[config.mk]
export PLATFORM = sky130hd
export DESIGN_NAME = dcp_ctrl
export DESIGN_NICKNAME = d
export VERILOG_FILES = /design/src/dcp_pkg.sv /design/src/dcp_fifo.sv /design/src/dcp_stepper.sv /design/src/dcp_ctrl.sv
export SDC_FILE = /design/constraint.sdc
export NUM_CORES = 1
export LEC_CHECK = 0
export ABC_AREA = 1
export BUFFER_PORTS_ARGS = -buffer_cell sky130_fd_sc_hd__buf_4
export CAP_MARGIN = 20
export CORE_MARGIN = 3
export CORE_UTILIZATION = 40
export CTS_CLUSTER_SIZE = 24
export DETAILED_ROUTE_END_ITERATION = 7
export PLACE_DENSITY_LB_ADDON = 0.2
export SKIP_LAST_GASP = 1
export SLEW_MARGIN = 15
export SYNTH_ARGS = -nofsm -noshare
export SYNTH_HDL_FRONTEND = slang
export SYNTH_SLANG_ARGS = --single-unit
[constraint.sdc]
create_clock -name ref_clk -period 3.82 [get_ports ref_clk]
set_input_delay 0.191 -clock ref_clk [delete_from_list [all_inputs] [get_ports ref_clk]]
set_output_delay 0.191 -clock ref_clk [all_outputs]
set_load 0.05 [all_outputs]
[src/dcp_pkg.sv]
// Shared types, constants and helpers of the diskette command interpreter.
package dcp_pkg;
  typedef enum logic [3:0] {
    CMD_RDATA, CMD_RDEL, CMD_RTRK, CMD_RID, CMD_WDATA, CMD_WDEL, CMD_FMT,
    CMD_RECAL, CMD_SINT, CMD_SPEC, CMD_SDRV, CMD_SEEK, CMD_BAD
  } dcp_cmd_t;
  typedef enum logic [2:0] {PH_CMD, PH_PAR, PH_EXEC, PH_STEP, PH_RES} dcp_phase_t;
  typedef enum logic [1:0] {SP_IDLE, SP_CHECK, SP_PULSE, SP_GAP} dcp_step_t;

  // Opcode fields in bits 4..0 of the first byte; the whole first byte for recal, interrupt, specify, drive and seek
  localparam logic [4:0] OPC_RDATA = 5'h06;
  localparam logic [4:0] OPC_RDEL = 5'h0C;
  localparam logic [4:0] OPC_RTRK = 5'h02;
  localparam logic [4:0] OPC_RID = 5'h0A;
  localparam logic [4:0] OPC_WDATA = 5'h05;
  localparam logic [4:0] OPC_WDEL = 5'h09;
  localparam logic [4:0] OPC_FMT = 5'h0D;
  localparam logic [7:0] OPC_RECAL = 8'h07;
  localparam logic [7:0] OPC_SINT = 8'h08;
  localparam logic [7:0] OPC_SPEC = 8'h03;
  localparam logic [7:0] OPC_SDRV = 8'h04;
  localparam logic [7:0] OPC_SEEK = 8'h0F;
  localparam logic [7:0] MASK_Z75 = 8'hA0;
  localparam int MT_BIT = 7;
  localparam int MF_BIT = 6;
  localparam int SK_BIT = 5;
  localparam int HD_BIT = 2;

  // Termination codes
  localparam logic [1:0] TC_NORMAL = 2'h0;
  localparam logic [1:0] TC_FAILED = 2'h1;
  localparam logic [1:0] TC_INVALID = 2'h2;

  // Parameter byte counts after the opcode, result byte counts
  localparam logic [3:0] LEN_XFER = 4'h8;
  localparam logic [3:0] LEN_FMT = 4'h5;
  localparam logic [3:0] LEN_TWO = 4'h2;
  localparam logic [3:0] LEN_ONE = 4'h1;
  localparam logic [3:0] LEN_NONE = 4'h0;
  localparam logic [2:0] RES_XFER = 3'h7;
  localparam logic [2:0] RES_SINT = 3'h2;
  localparam logic [2:0] RES_ONE = 3'h1;

  localparam logic [6:0] RECAL_MAX_STEPS = 7'h50;
  localparam int CLK_MHZ = 25;
  localparam int STEP_PULSE_NS = 1000;
  localparam int STEP_PULSE_CYC = (STEP_PULSE_NS * CLK_MHZ + 999) / 1000;
  localparam int MS_NS = 1000000;
  localparam int MS_CYC = MS_NS / 1000 * CLK_MHZ;

  function automatic logic [7:0] dcp_st0(input logic [1:0] tc, input logic se,
                                         input logic ec, input logic hd,
                                         input logic [1:0] drv);
    dcp_st0 = {tc, se, ec, 1'b0, hd, drv};
  endfunction
endpackage

[src/dcp_fifo.sv]
// Command byte FIFO between the host data port and the interpreter.
`timescale 1ns/10ps
module dcp_fifo #(
  parameter int WIDTH = 8,
  parameter int DEPTH = 8
) (
  input wire logic ref_clk,
  input wire logic sys_rst,
  input wire logic in_valid,
  input wire logic [WIDTH-1:0] in_data,
  output logic in_ready,
  output logic out_valid,
  output logic [WIDTH-1:0] out_data,
  input wire logic out_ready,
  output logic [$clog2(DEPTH):0] level
);
  localparam int AW = $clog2(DEPTH);
  logic [WIDTH-1:0] mem [0:DEPTH-1];
  logic [AW-1:0] wp_r, wp_nxt, rp_r, rp_nxt;
  logic [AW:0] cnt_r, cnt_nxt;
  logic push, pop;

  assign in_ready = (cnt_r != (AW+1)'(DEPTH));
  assign out_valid = (cnt_r != '0);
  assign out_data = mem[rp_r];
  assign level = cnt_r;
  assign push = in_valid && in_ready;
  assign pop = out_valid && out_ready;

  always_comb begin
    wp_nxt = wp_r;
    rp_nxt = rp_r;
    cnt_nxt = cnt_r;
    if (push) begin
      wp_nxt = (wp_r == AW'(DEPTH - 1)) ? '0 : wp_r + AW'(1);
    end
    if (pop) begin
      rp_nxt = (rp_r == AW'(DEPTH - 1)) ? '0 : rp_r + AW'(1);
    end
    if (push && !pop) begin
      cnt_nxt = cnt_r + (AW+1)'(1);
    end else if (pop && !push) begin
      cnt_nxt = cnt_r - (AW+1)'(1);
    end
  end

  always_ff @(posedge ref_clk) begin
    if (sys_rst) begin
      wp_r <= '0;
      rp_r <= '0;
      cnt_r <= '0;
    end else begin
      wp_r <= wp_nxt;
      rp_r <= rp_nxt;
      cnt_r <= cnt_nxt;
    end
    if (push) begin
      mem[wp_r] <= in_data;
    end
  end
endmodule // dcp_fifo

[src/dcp_stepper.sv]
// Head step sequencer for seek and recalibrate.
`timescale 1ns/10ps
module dcp_stepper #(
  parameter int MS_CYC = dcp_pkg::MS_CYC
) (
  input wire logic ref_clk,
  input wire logic sys_rst,
  input wire logic go,
  input wire logic recal,
  input wire logic [7:0] cur,
  input wire logic [7:0] tgt,
  input wire logic [3:0] rate,
  input wire logic track_zero,
  output logic step_r,
  output logic dir_r,
  output logic done_r,
  output logic fault_r,
  output logic [7:0] pos_r
);
  import dcp_pkg::*;
  localparam int TW = $clog2(16 * MS_CYC + STEP_PULSE_CYC + 1);
  dcp_step_t st_r, st_nxt;
  logic [TW-1:0] tmr_r, tmr_nxt;
  logic [6:0] nst_r, nst_nxt;
  logic [7:0] tgt_r, tgt_nxt, pos_nxt;
  logic rec_r, rec_nxt, step_nxt, dir_nxt, done_nxt, fault_nxt;
  logic [4:0] gap_ms;

  // A zero step-rate field stands for the slowest rate
  assign gap_ms = (rate == 4'h0) ? 5'h10 : 5'h10 - {1'b0, rate};

  always_comb begin
    st_nxt = st_r;
    tmr_nxt = tmr_r;
    nst_nxt = nst_r;
    tgt_nxt = tgt_r;
    pos_nxt = pos_r;
    rec_nxt = rec_r;
    step_nxt = step_r;
    dir_nxt = dir_r;
    done_nxt = 1'b0;
    fault_nxt = fault_r;
    unique case (st_r)
      SP_IDLE: if (go) begin
        pos_nxt = cur;
        tgt_nxt = tgt;
        rec_nxt = recal;
        nst_nxt = '0;
        fault_nxt = 1'b0;
        st_nxt = SP_CHECK;
      end
      SP_CHECK: if (rec_r ? track_zero : (pos_r == tgt_r)) begin
        done_nxt = 1'b1;
        if (rec_r) begin
          pos_nxt = '0;
        end
        st_nxt = SP_IDLE;
      end else if (rec_r && nst_r == RECAL_MAX_STEPS) begin
        done_nxt = 1'b1;
        fault_nxt = 1'b1;
        st_nxt = SP_IDLE;
      end else begin
        dir_nxt = !rec_r && (tgt_r > pos_r);
        step_nxt = 1'b1;
        tmr_nxt = TW'(STEP_PULSE_CYC - 1);
        st_nxt = SP_PULSE;
      end
      SP_PULSE: if (tmr_r == '0) begin
        step_nxt = 1'b0;
        nst_nxt = nst_r + 7'h1;
        if (!rec_r) begin
          pos_nxt = dir_r ? pos_r + 8'h1 : pos_r - 8'h1;
        end
        tmr_nxt = TW'(gap_ms * MS_CYC);
        st_nxt = SP_GAP;
      end else begin
        tmr_nxt = tmr_r - TW'(1);
      end
      SP_GAP: if (tmr_r == '0) begin
        st_nxt = SP_CHECK;
      end else begin
        tmr_nxt = tmr_r - TW'(1);
      end
    endcase
  end

  always_ff @(posedge ref_clk) begin
    if (sys_rst) begin
      st_r <= SP_IDLE;
      tmr_r <= '0;
      nst_r <= '0;
      tgt_r <= '0;
      pos_r <= '0;
      rec_r <= 1'b0;
      step_r <= 1'b0;
      dir_r <= 1'b0;
      done_r <= 1'b0;
      fault_r <= 1'b0;
    end else begin
      st_r <= st_nxt;
      tmr_r <= tmr_nxt;
      nst_r <= nst_nxt;
      tgt_r <= tgt_nxt;
      pos_r <= pos_nxt;
      rec_r <= rec_nxt;
      step_r <= step_nxt;
      dir_r <= dir_nxt;
      done_r <= done_nxt;
      fault_r <= fault_nxt;
    end
  end
endmodule // dcp_stepper

[src/dcp_ctrl.sv]
// Command, execution and result phases of the diskette command interpreter.
`timescale 1ns/10ps
module dcp_ctrl #(
  parameter int FIFO_DEPTH = 8,
  parameter int MS_CYC = dcp_pkg::MS_CYC
) (
  input wire logic ref_clk,
  input wire logic sys_rst,
  input wire logic host_wr,
  input wire logic [7:0] host_wdata,
  input wire logic host_rd,
  output logic [7:0] host_rdata_r,
  output logic req_master_r,
  output logic dir_to_host_r,
  output logic busy_r,
  output logic exec_start_r,
  output logic [8:0][7:0] cmd_bytes_r,
  output logic multitrack_flag_r,
  output logic density_mode_flag_r,
  output logic skip_deleted_flag_r,
  output logic head_number_r,
  output logic [1:0] drive_pick_r,
  input wire logic exec_done,
  input wire logic exec_fail,
  input wire logic [7:0] exec_st1,
  input wire logic [7:0] exec_st2,
  input wire logic [7:0] exec_cyl,
  input wire logic [7:0] exec_head,
  input wire logic [7:0] exec_sector,
  input wire logic [7:0] exec_size,
  output logic [3:0] step_rate_r,
  output logic [3:0] head_unload_time_r,
  output logic [6:0] head_load_time_r,
  output logic non_transfer_mode_r,
  input wire logic track_zero,
  input wire logic write_protect,
  output logic step_pulse_r,
  output logic step_dir_r
);
  import dcp_pkg::*;

  function automatic dcp_cmd_t decode(input logic [7:0] b);
    decode = CMD_BAD;
    if (b[4:0] == OPC_RDATA) decode = CMD_RDATA;
    if (b[4:0] == OPC_RDEL) decode = CMD_RDEL;
    if ((b & MASK_Z75) == 8'h00 && b[4:0] == OPC_RTRK) decode = CMD_RTRK;
    if ((b & MASK_Z75) == 8'h00 && b[4:0] == OPC_RID) decode = CMD_RID;
    if (!b[SK_BIT] && b[4:0] == OPC_WDATA) decode = CMD_WDATA;
    if (!b[SK_BIT] && b[4:0] == OPC_WDEL) decode = CMD_WDEL;
    if ((b & MASK_Z75) == 8'h00 && b[4:0] == OPC_FMT) decode = CMD_FMT;
    if (b == OPC_RECAL) decode = CMD_RECAL;
    if (b == OPC_SINT) decode = CMD_SINT;
    if (b == OPC_SPEC) decode = CMD_SPEC;
    if (b == OPC_SDRV) decode = CMD_SDRV;
    if (b == OPC_SEEK) decode = CMD_SEEK;
  endfunction

  function automatic logic [3:0] par_len(input dcp_cmd_t c);
    unique case (c)
      CMD_RDATA, CMD_RDEL, CMD_RTRK, CMD_WDATA, CMD_WDEL: par_len = LEN_XFER;
      CMD_FMT: par_len = LEN_FMT;
      CMD_SPEC, CMD_SEEK: par_len = LEN_TWO;
      CMD_RID, CMD_RECAL, CMD_SDRV: par_len = LEN_ONE;
      CMD_SINT, CMD_BAD: par_len = LEN_NONE;
    endcase
  endfunction

  dcp_phase_t ph_r, ph_nxt;
  dcp_cmd_t cmd_r, cmd_nxt;
  logic [8:0][7:0] cb_nxt;
  logic [3:0] pidx_r, pidx_nxt, plen_r, plen_nxt;
  logic [6:0][7:0] res_r, res_nxt;
  logic [2:0] rlen_r, rlen_nxt, ridx_r, ridx_nxt;
  logic [3:0][7:0] pcn_r, pcn_nxt;
  logic pend_r, pend_nxt;
  logic [7:0] ist0_r, ist0_nxt, ipcn_r, ipcn_nxt, rdata_nxt;
  logic rqm_nxt, dio_nxt, busy_nxt, xs_nxt, mt_nxt, mf_nxt, sk_nxt, hd_nxt;
  logic [1:0] drv_nxt;
  logic [3:0] srt_nxt, hut_nxt;
  logic [6:0] hlt_nxt;
  logic nd_nxt, pop, stp_go, f_in_ready, f_valid, stp_done, stp_fault;
  logic [7:0] f_data, stp_pos;
  logic [$clog2(FIFO_DEPTH):0] f_level;

  dcp_fifo #(.WIDTH(8), .DEPTH(FIFO_DEPTH)) u_fifo (
    .ref_clk(ref_clk),
    .sys_rst(sys_rst),
    .in_valid(host_wr),
    .in_data(host_wdata),
    .in_ready(f_in_ready),
    .out_valid(f_valid),
    .out_data(f_data),
    .out_ready(pop),
    .level(f_level)
  );

  dcp_stepper #(.MS_CYC(MS_CYC)) u_step (
    .ref_clk(ref_clk),
    .sys_rst(sys_rst),
    .go(stp_go),
    .recal(cmd_r == CMD_RECAL),
    // Next-value taps: the last parameter byte is popped in the same cycle as go
    .cur(pcn_r[drv_nxt]),
    .tgt((cmd_r == CMD_SEEK) ? cb_nxt[2] : 8'h00),
    .rate(step_rate_r),
    .track_zero(track_zero),
    .step_r(step_pulse_r),
    .dir_r(step_dir_r),
    .done_r(stp_done),
    .fault_r(stp_fault),
    .pos_r(stp_pos)
  );

  always_comb begin
    ph_nxt = ph_r;
    cmd_nxt = cmd_r;
    cb_nxt = cmd_bytes_r;
    pidx_nxt = pidx_r;
    plen_nxt = plen_r;
    res_nxt = res_r;
    rlen_nxt = rlen_r;
    ridx_nxt = ridx_r;
    pcn_nxt = pcn_r;
    pend_nxt = pend_r;
    ist0_nxt = ist0_r;
    ipcn_nxt = ipcn_r;
    rdata_nxt = host_rdata_r;
    mt_nxt = multitrack_flag_r;
    mf_nxt = density_mode_flag_r;
    sk_nxt = skip_deleted_flag_r;
    hd_nxt = head_number_r;
    drv_nxt = drive_pick_r;
    srt_nxt = step_rate_r;
    hut_nxt = head_unload_time_r;
    hlt_nxt = head_load_time_r;
    nd_nxt = non_transfer_mode_r;
    xs_nxt = 1'b0;
    stp_go = 1'b0;
    pop = 1'b0;
    unique case (ph_r)
      PH_CMD: if (f_valid) begin
        pop = 1'b1;
        cb_nxt = '0;
        cb_nxt[0] = f_data;
        cmd_nxt = decode(f_data);
        plen_nxt = par_len(cmd_nxt);
        pidx_nxt = 4'h1;
        mt_nxt = f_data[MT_BIT] && cmd_nxt inside {CMD_RDATA, CMD_RDEL, CMD_WDATA, CMD_WDEL};
        mf_nxt = f_data[MF_BIT] && cmd_nxt <= CMD_FMT;
        sk_nxt = f_data[SK_BIT] && cmd_nxt inside {CMD_RDATA, CMD_RDEL};
        if (cmd_nxt == CMD_BAD) begin
          res_nxt[0] = dcp_st0(TC_INVALID, 1'b0, 1'b0, 1'b0, 2'h0);
          rlen_nxt = RES_ONE;
          ph_nxt = PH_RES;
        end else if (cmd_nxt == CMD_SINT) begin
          res_nxt[0] = pend_r ? ist0_r : dcp_st0(TC_INVALID, 1'b0, 1'b0, 1'b0, 2'h0);
          res_nxt[1] = ipcn_r;
          rlen_nxt = pend_r ? RES_SINT : RES_ONE;
          pend_nxt = 1'b0;
          ph_nxt = PH_RES;
        end else begin
          ph_nxt = PH_PAR;
        end
      end
      PH_PAR: if (f_valid) begin
        pop = 1'b1;
        cb_nxt[pidx_r] = f_data;
        pidx_nxt = pidx_r + 4'h1;
        // Only head and drive bits used, and only the drive bits for recalibrate
        if (pidx_r == 4'h1 && cmd_r != CMD_SPEC) begin
          hd_nxt = (cmd_r == CMD_RECAL) ? 1'b0 : f_data[HD_BIT];
          drv_nxt = f_data[1:0];
        end
        if (pidx_r == plen_r) begin
          unique case (cmd_r)
            CMD_SPEC: begin
              srt_nxt = cb_nxt[1][7:4];
              hut_nxt = cb_nxt[1][3:0];
              hlt_nxt = cb_nxt[2][7:1];
              nd_nxt = cb_nxt[2][0];
              ph_nxt = PH_CMD;
            end
            CMD_SDRV: begin
              res_nxt[0] = {1'b0, write_protect, 1'b0, track_zero, 1'b0, hd_nxt, drv_nxt};
              rlen_nxt = RES_ONE;
              ph_nxt = PH_RES;
            end
            CMD_SEEK, CMD_RECAL: begin
              stp_go = 1'b1;
              ph_nxt = PH_STEP;
            end
            default: begin
              xs_nxt = 1'b1;
              ph_nxt = PH_EXEC;
            end
          endcase
        end
      end
      PH_EXEC: if (exec_done) begin
        // Head and drive in status zero
        res_nxt[0] = dcp_st0(exec_fail ? TC_FAILED : TC_NORMAL, 1'b0, 1'b0,
                             head_number_r, drive_pick_r);
        res_nxt[1] = exec_st1;
        res_nxt[2] = exec_st2;
        res_nxt[3] = exec_cyl;
        res_nxt[4] = exec_head;
        res_nxt[5] = exec_sector;
        res_nxt[6] = exec_size;
        if (cmd_r == CMD_FMT) begin
          res_nxt[3] = 8'h00;
          res_nxt[4] = 8'h00;
          res_nxt[5] = 8'h00;
          res_nxt[6] = 8'h00;
        end
        rlen_nxt = RES_XFER;
        ph_nxt = PH_RES;
      end
      PH_STEP: if (stp_done) begin
        ist0_nxt = dcp_st0(stp_fault ? TC_FAILED : TC_NORMAL, 1'b1, stp_fault,
                           head_number_r, drive_pick_r);
        pcn_nxt[drive_pick_r] = stp_pos;
        ipcn_nxt = stp_pos;
        pend_nxt = 1'b1;
        ph_nxt = PH_CMD;
      end
      PH_RES: if (host_rd) begin
        if (ridx_r == rlen_r - 3'h1) begin
          ridx_nxt = '0;
          ph_nxt = PH_CMD;
        end else begin
          ridx_nxt = ridx_r + 3'h1;
          rdata_nxt = res_r[ridx_nxt];
        end
      end
    endcase
    if (ph_nxt == PH_RES && ph_r != PH_RES) begin
      rdata_nxt = res_nxt[0];
      ridx_nxt = '0;
    end
    // Ready keeps headroom for one in-flight write
    rqm_nxt = (ph_nxt == PH_RES) ||
              (ph_nxt inside {PH_CMD, PH_PAR} && 32'(f_level) <= FIFO_DEPTH - 2 && f_in_ready);
    dio_nxt = (ph_nxt == PH_RES);
    busy_nxt = (ph_nxt != PH_CMD);
  end

  always_ff @(posedge ref_clk) begin
    if (sys_rst) begin
      ph_r <= PH_CMD;
      cmd_r <= CMD_BAD;
      cmd_bytes_r <= '0;
      pidx_r <= '0;
      plen_r <= '0;
      res_r <= '0;
      rlen_r <= '0;
      ridx_r <= '0;
      pcn_r <= '0;
      pend_r <= 1'b0;
      ist0_r <= '0;
      ipcn_r <= '0;
      host_rdata_r <= '0;
      req_master_r <= 1'b0;
      dir_to_host_r <= 1'b0;
      busy_r <= 1'b0;
      exec_start_r <= 1'b0;
      multitrack_flag_r <= 1'b0;
      density_mode_flag_r <= 1'b0;
      skip_deleted_flag_r <= 1'b0;
      head_number_r <= 1'b0;
      drive_pick_r <= '0;
      step_rate_r <= '0;
      head_unload_time_r <= '0;
      head_load_time_r <= '0;
      non_transfer_mode_r <= 1'b0;
    end else begin
      ph_r <= ph_nxt;
      cmd_r <= cmd_nxt;
      cmd_bytes_r <= cb_nxt;
      pidx_r <= pidx_nxt;
      plen_r <= plen_nxt;
      res_r <= res_nxt;
      rlen_r <= rlen_nxt;
      ridx_r <= ridx_nxt;
      pcn_r <= pcn_nxt;
      pend_r <= pend_nxt;
      ist0_r <= ist0_nxt;
      ipcn_r <= ipcn_nxt;
      host_rdata_r <= rdata_nxt;
      req_master_r <= rqm_nxt;
      dir_to_host_r <= dio_nxt;
      busy_r <= busy_nxt;
      exec_start_r <= xs_nxt;
      multitrack_flag_r <= mt_nxt;
      density_mode_flag_r <= mf_nxt;
      skip_deleted_flag_r <= sk_nxt;
      head_number_r <= hd_nxt;
      drive_pick_r <= drv_nxt;
      step_rate_r <= srt_nxt;
      head_unload_time_r <= hut_nxt;
      head_load_time_r <= hlt_nxt;
      non_transfer_mode_r <= nd_nxt;
    end
  end
endmodule // dcp_ctrl

# Word-level counts from Yosys, hierarchy flattened

Memory sizes are Yosys's and may differ from the RTL's. A register that Yosys moved wholly into a read port is not among the register bits.
Cells that the tools add are included.
W data, S select, Z words.

Mux-type cells: 129
Div/mod/pow operators: 0
Shifts and indexed selects: 0
Equal/unequal tests: 68
Bitwise gates (word level): 6
$mul: 1
Reduce and logical (&&, ||, !) cells: 78
$lt $le $gt $ge: 9
$add $sub $neg: 12

Operators by type and width:

| operator                | count |
|---|---|
| $mux W8                 | 21 |
| $mux W72                | 2 |
| $pmux W72 S2            | 1 |
| $mux W19                | 4 |
| $bwmux W72              | 1 |
| $mux W4                 | 18 |
| $mux W3                 | 21 |
| $pmux W19 S3            | 1 |
| $mux W16                | 3 |
| $pmux W8 S3             | 2 |
| $bwmux W32              | 1 |
| $demux W8 S4            | 1 |
| $eq A4 B4 Y1 const B    | 8 |
| $mux W32                | 1 |
| $mux W1                 | 26 |
| $bmux W8 S3             | 1 |
| $eq A4 B3 Y1 const B    | 6 |
| $reduce_bool A2 Y1      | 11 |
| $eq A5 B4 Y1 const B    | 4 |
| $logic_and A1 B1 Y1     | 20 |
| $ne A2 B1 Y1 const B    | 10 |
| $pmux W4 S5             | 1 |
| $logic_not A19 Y1       | 1 |
| $sub A19 B1 Y19 const B | 1 |
| 66 further kinds        | 137 |

Bits in writable memories: 64
Memories kept: 1
Word-level logic and storage cells: 360
Flip-flop bits (word level): 290
Input port bits: 64
Output and inout bits: 108
ROM bits: 0
Bits in latches: 0

Memory list:

| memory     | words | width | rd ports | clocked after Yosys merged registers in | wr ports | line           | source |
|---|---|---|---|---|---|---|---|
| u_fifo.mem | 8     | 8     | 1        | 1                                       | 1        | dcp_fifo.sv:18 | `logic [WIDTH-1:0] mem [0:DEPTH-1];` |

# Logic depth before layout (Yosys ltp)

Depth in word-level cells: 25
Depth in mapped cells: 26
Gate-level depth less buffers: 25

# Cells and area by module

Synthesis repeated with hierarchy kept, for this count alone.

Cell total of the unflattened synthesis: 2328
Area total of the unflattened synthesis: 17610.6 µm²

By module, submodules not included:

| module      | cells an instance | area an instance (µm²) | seq. area each (µm²) | times used |
|---|---|---|---|---|
| dcp_ctrl    | 1405              | 10204.8                | 4584.4               | 1 |
| dcp_stepper | 614               | 4107.7                 | 980.9                | 1 |
| dcp_fifo    | 309               | 3298.2                 | 2182.1               | 1 |

# Worst setup path before layout

No wires, ideal clock.

Path type: register -> register
Start point: reg step_rate_r[0]
End point: reg u_step.tmr_r[18]
Arrival time: 3.900 ns
Stages on the path, launching flop included: 24
Clock period less this slack: 4.020 ns
Setup slack: -0.200 ns
Required time: 3.701 ns
Cell sequence: dfxtp_1 -> inv_1 -> ha_1 -> inv_1 -> nor2_1 -> nand2_1 -> inv_1 -> nor2_1 -> ha_1 -> ha_1 -> ha_1 -> ha_1 -> nand2_1 -> o21ai_0 -> a21oi_1 -> nor2_1 -> o31ai_1 -> o21ai_0 -> nand2_1 -> o21bai_1 -> a21oi_1 -> o21ai_0 -> nand2_1 -> a21oi_1

Word-level cells in the longest chain between the ends: 5
Elaborated cells on any way between the ends: 6
Classes of those cells: add/sub: 1; mul: 1; mux: 3; reduce/logical: 1

Ends and longest elaborated chain:

| element                                                  | line               | source |
|---|---|---|
| start, declared                                          | dcp_ctrl.sv:31     | `output logic [3:0] step_rate_r,` |
| start signal, assigned                                   | dcp_ctrl.sv:298    | `step_rate_r <= srt_nxt;` |
| $sub A5 B4 Y5 / $logic_not A4 Y1 (equally long branches) | dcp_stepper.sv:30  | `assign gap_ms = (rate == 4'h0) ? 5'h10 : 5'h10 - {1'b0, rate};` |
| $mux W5 (*)                                              | dcp_stepper.sv:30  |  |
| $mul A5 B12 Y16 (*)                                      | dcp_stepper.sv:74  | `tmr_nxt = TW'(gap_ms * MS_CYC);` |
| $mux W19 (*)                                             | dcp_stepper.sv:68  | `SP_PULSE: if (tmr_r == '0) begin` |
| $pmux W19 S3 (*)                                         | dcp_stepper.sv:43  | `unique case (st_r)` |
| end signal, assigned                                     | dcp_stepper.sv:101 | `tmr_r <= tmr_nxt;` |
| end, declared                                            | dcp_stepper.sv:23  | `logic [TW-1:0] tmr_r, tmr_nxt;` |

Mark *: on every way between the ends. The rest lies on a longest branch, timed or not.
A chain may end at the register's enable or synchronous reset.

# Final worst setup path

Ends and elaborated chain as after synthesis.

==> run summary <==
final setup vio count -> 0
area leader, netlist -> dfxtp_1
cell with the most instances after synthesis -> nand2_1
total placed instance area -> 0.0193 sq mm
CTS buffer count -> 41
part of the Yosys area used for sequential elements -> 0.443
die height -> 215 um
pre-CTS WS -> 107 ps
Synth Register Bits -> 355
NumNets Final -> 2637
vias -> 16225
Fin Hold WS -> 52.6 ps
initial antenna violation count -> 1
DR iter-0 viols -> 1449
Crit-path slowest cell -> ha_1
largest net degree at the start of global routing -> 73
gpl congestion -> 0.871
Yosys Warn Count -> 0
worst endpoint data arrival time -> 3960 ps
Clock Path Buffers -> 3
status -> finished, final reports clean
max cap viols -> 0
Worst IR Drop VDD -> 0.448 mV
crit share post-route -> 0.923
# fillers -> 4068
H-tree Lvls -> 2
Max-slew headroom -> 0.321
Power Dens Cells -> 698 mW/mm^2
cell-by-cell trace of the critical path -> inv_2 > ha_2 > inv_1 > nor2_4 > nand2_2 > inv_2 > buf_4 > nor2_1 > ha_1 > ha_1 > ha_1 > a21oi_1 > o21ai_0 > a21oi_1 > nor2_2 > o31ai_2 > o21ai_1 > nand2_1 > o21bai_1 > a21oi_1 > o21ai_0 > nand2_1 > a21oi_1
layout cells sized above 1 -> 0.134
worst r2r path cells -> 23
Crit Path Class -> reg2reg
max-slew violations -> 0
Port Buffers -> 171
Synth area leaders -> dfxtp_1, edfxtp_1, nand2_1, a21oi_1, o21ai_0
synthesized instance count -> 2304
Root Driver -> clkbuf_16
P&R area growth vs syn -> 22.3%
critical path launch point type -> flip-flop
CP delay by family, top -> compound AO/OA/AOI/OAI gates
top cells by count, synth -> nand2_1, dfxtp_1, inv_1, a21oi_1, nor2_1
post-layout instance area -> 0.0214 sq mm
Fin Clk Skew -> 23.0 ps
Vias/cell -> 5.21
GRT Util Overall -> 0.219
overall power -> 14900 uW
Setup Total Neg Slack -> 0 ps
Synth top area share -> 0.333
Top Ports -> 172
WP depth -> 23
hold path depth -> 5
vias in the first global route -> 15585
DR DRC count -> 0
number of antenna diodes -> 0
post-synthesis area per instance -> 7.58 sq um
largest stage delay on the critical path -> 370 ps
Cell variety after synth -> 53
WL/cell -> 16.8 um
Worst Max-Slew Pin Slew -> 1020 ps
CP Buf/Inv Count -> 4
crit-path max FO -> 5
Most used DFF post-synth -> dfxtp_1
Clock Latency Late Sink -> 560 ps
clk slew on worst S/H paths -> 60 ps
floorplan die area -> 0.0462 sq mm
CTS tree -> built
Post-Route WL -> 52200 um
LEAKAGE -> 0.00927 uW
DR pass1 iterations -> 5
Starting Density -> 0.411
data required time of the worst path -> 4250 ps
final worst setup slack -> 296 ps
HPWL after DPL -> 36300 um
# rows -> 75
Fmax -> 0.284 GHz
Post-Syn Area -> 0.0175 sq mm
final hold violation count -> 0
grt total ovfl -> 0
Worst setup EP type -> flip-flop
EDFF count, synth -> 64
Die X -> 215 um
fin crit period -> 3520 ps
Crit path top cell by count -> a21oi_1
clock sinks -> 355
Hold Path Class -> in2reg
Core Box Area -> 0.0425 sq mm
Post-DRT Antenna Nets -> 0
first-pass GRT wire length -> 83100 um
async set-or-reset flop fraction in the synthesized netlist -> 0
-- registers in the layout, summed over array words and instances (netlist names), 5 cells and up, named ones only --
name,count
u_fifo.mem,64
res_r,56
u_step.tmr_r,19
ipcn_r,8
pcn_r,32
u_step.tgt_r,8
ist0_r,5
u_step.pos_r,8
u_step.nst_r,7
host_rdata_r,8
head_load_time_r,7
cmd_bytes_r,72
-- cell usage in the layout (no fill, tap or decap), drive strengths merged, types with 63 or more instances in the layout --
cell	instances
nor2	235
o21ai	215
nand2	391
dfxtp	291
buf	210
inv	293
ha	63
a21oi	248
edfxtp	64
nand3	147
-- metal layers --
| metal | wire length, um | track usage |
|---|---|---|
| met5 | 0 | 0 |
| met2 | 23800 | 0.355 |
| met4 | 1590 | 0.0714 |
| met3 | 3040 | 0.0390 |
| met1 | 23800 | 0.298 |
-- area by class of cell --
class / count / area (sq um) / share of cell area
flip-flops and latches: 355 / 7750 / 0.363
clock buffers: 53 / 1170 / 0.0549
inverters: 295 / 1110 / 0.0519
well taps: 577 / 722 / 0.0338
repair buffers: 266 / 2150 / 0.101
clock inverters: 22 / 205 / 0.00960
multi-input cells: 1548 / 8260 / 0.386
-- worst reg2reg max path, cell delays in order (launching register included) --
cell	delay, ps
dfxtp_2	320
inv_2	70
ha_2	170
inv_1	60
nor2_4	140
nand2_2	90
inv_2	70
buf_4	130
nor2_1	50
ha_1	190
ha_1	280
ha_1	370
a21oi_1	230
o21ai_0	100
a21oi_1	200
nor2_2	70
o31ai_2	260
o21ai_1	140
nand2_1	80
o21bai_1	70
a21oi_1	120
o21ai_0	90
nand2_1	60
a21oi_1	50
-- final timing paths --
| check | startpoint | end | slack (ps) |
|---|---|---|---|
| worst min-delay path | exec_fail | res_r[6]$_SDFF_PP0_ | 50 |
| worst max-delay path | step_rate_r[0]$_SDFFE_PP0P_ | u_step.tmr_r[18]$_SDFFE_PP0P_ | 300 |
| worst max register to register | step_rate_r[0]$_SDFFE_PP0P_ | u_step.tmr_r[18]$_SDFFE_PP0P_ | 300 |
| worst min register to register | pcn_r[21]$_SDFFE_PP0P_ | pcn_r[21]$_SDFFE_PP0P_ | 450 |
-- cell families (layout without fill, tap and decap cells) --
family / after synthesis / count (layout) / synth area share
compound gates: 627 / 627 / 0.203
xor+xnor: 27 / 27 / 0.0135
fa+ha+maj: 66 / 66 / 0.0485
buf+inv: 402 / 636 / 0.0889
flops: 355 / 355 / 0.443
other cells: 1 / 2 / 0.000215
simple gates: 826 / 826 / 0.202
-- per-stage QoR --
step	cells	utilization
after floorplan	2305	-
after global placement	2983	0.455
after detailed placement	2983	0.455
after CTS	3114	0.501
after global routing	3116	0.503
final	3116	0.503
-- report_power, final --
| part | leakage [uW] | switching, uW | internal (uW) |
|---|---|---|---|
| logic | 0.00564 | 4350 | 1870 |
| registers | 0.00294 | 382 | 4290 |
| clock network | 0.000689 | 1630 | 2380 |
-- timing repair --
action / CTS / global route
gates resized for setup: 0 / 17
endpoints found under the hold margin: 112 / 0
setup endpoints to repair: 0 / 4
hold buffers: 56 / 0
buffers inserted: 0 / 2
Note: power is estimated with default switching activity, not from simulation.
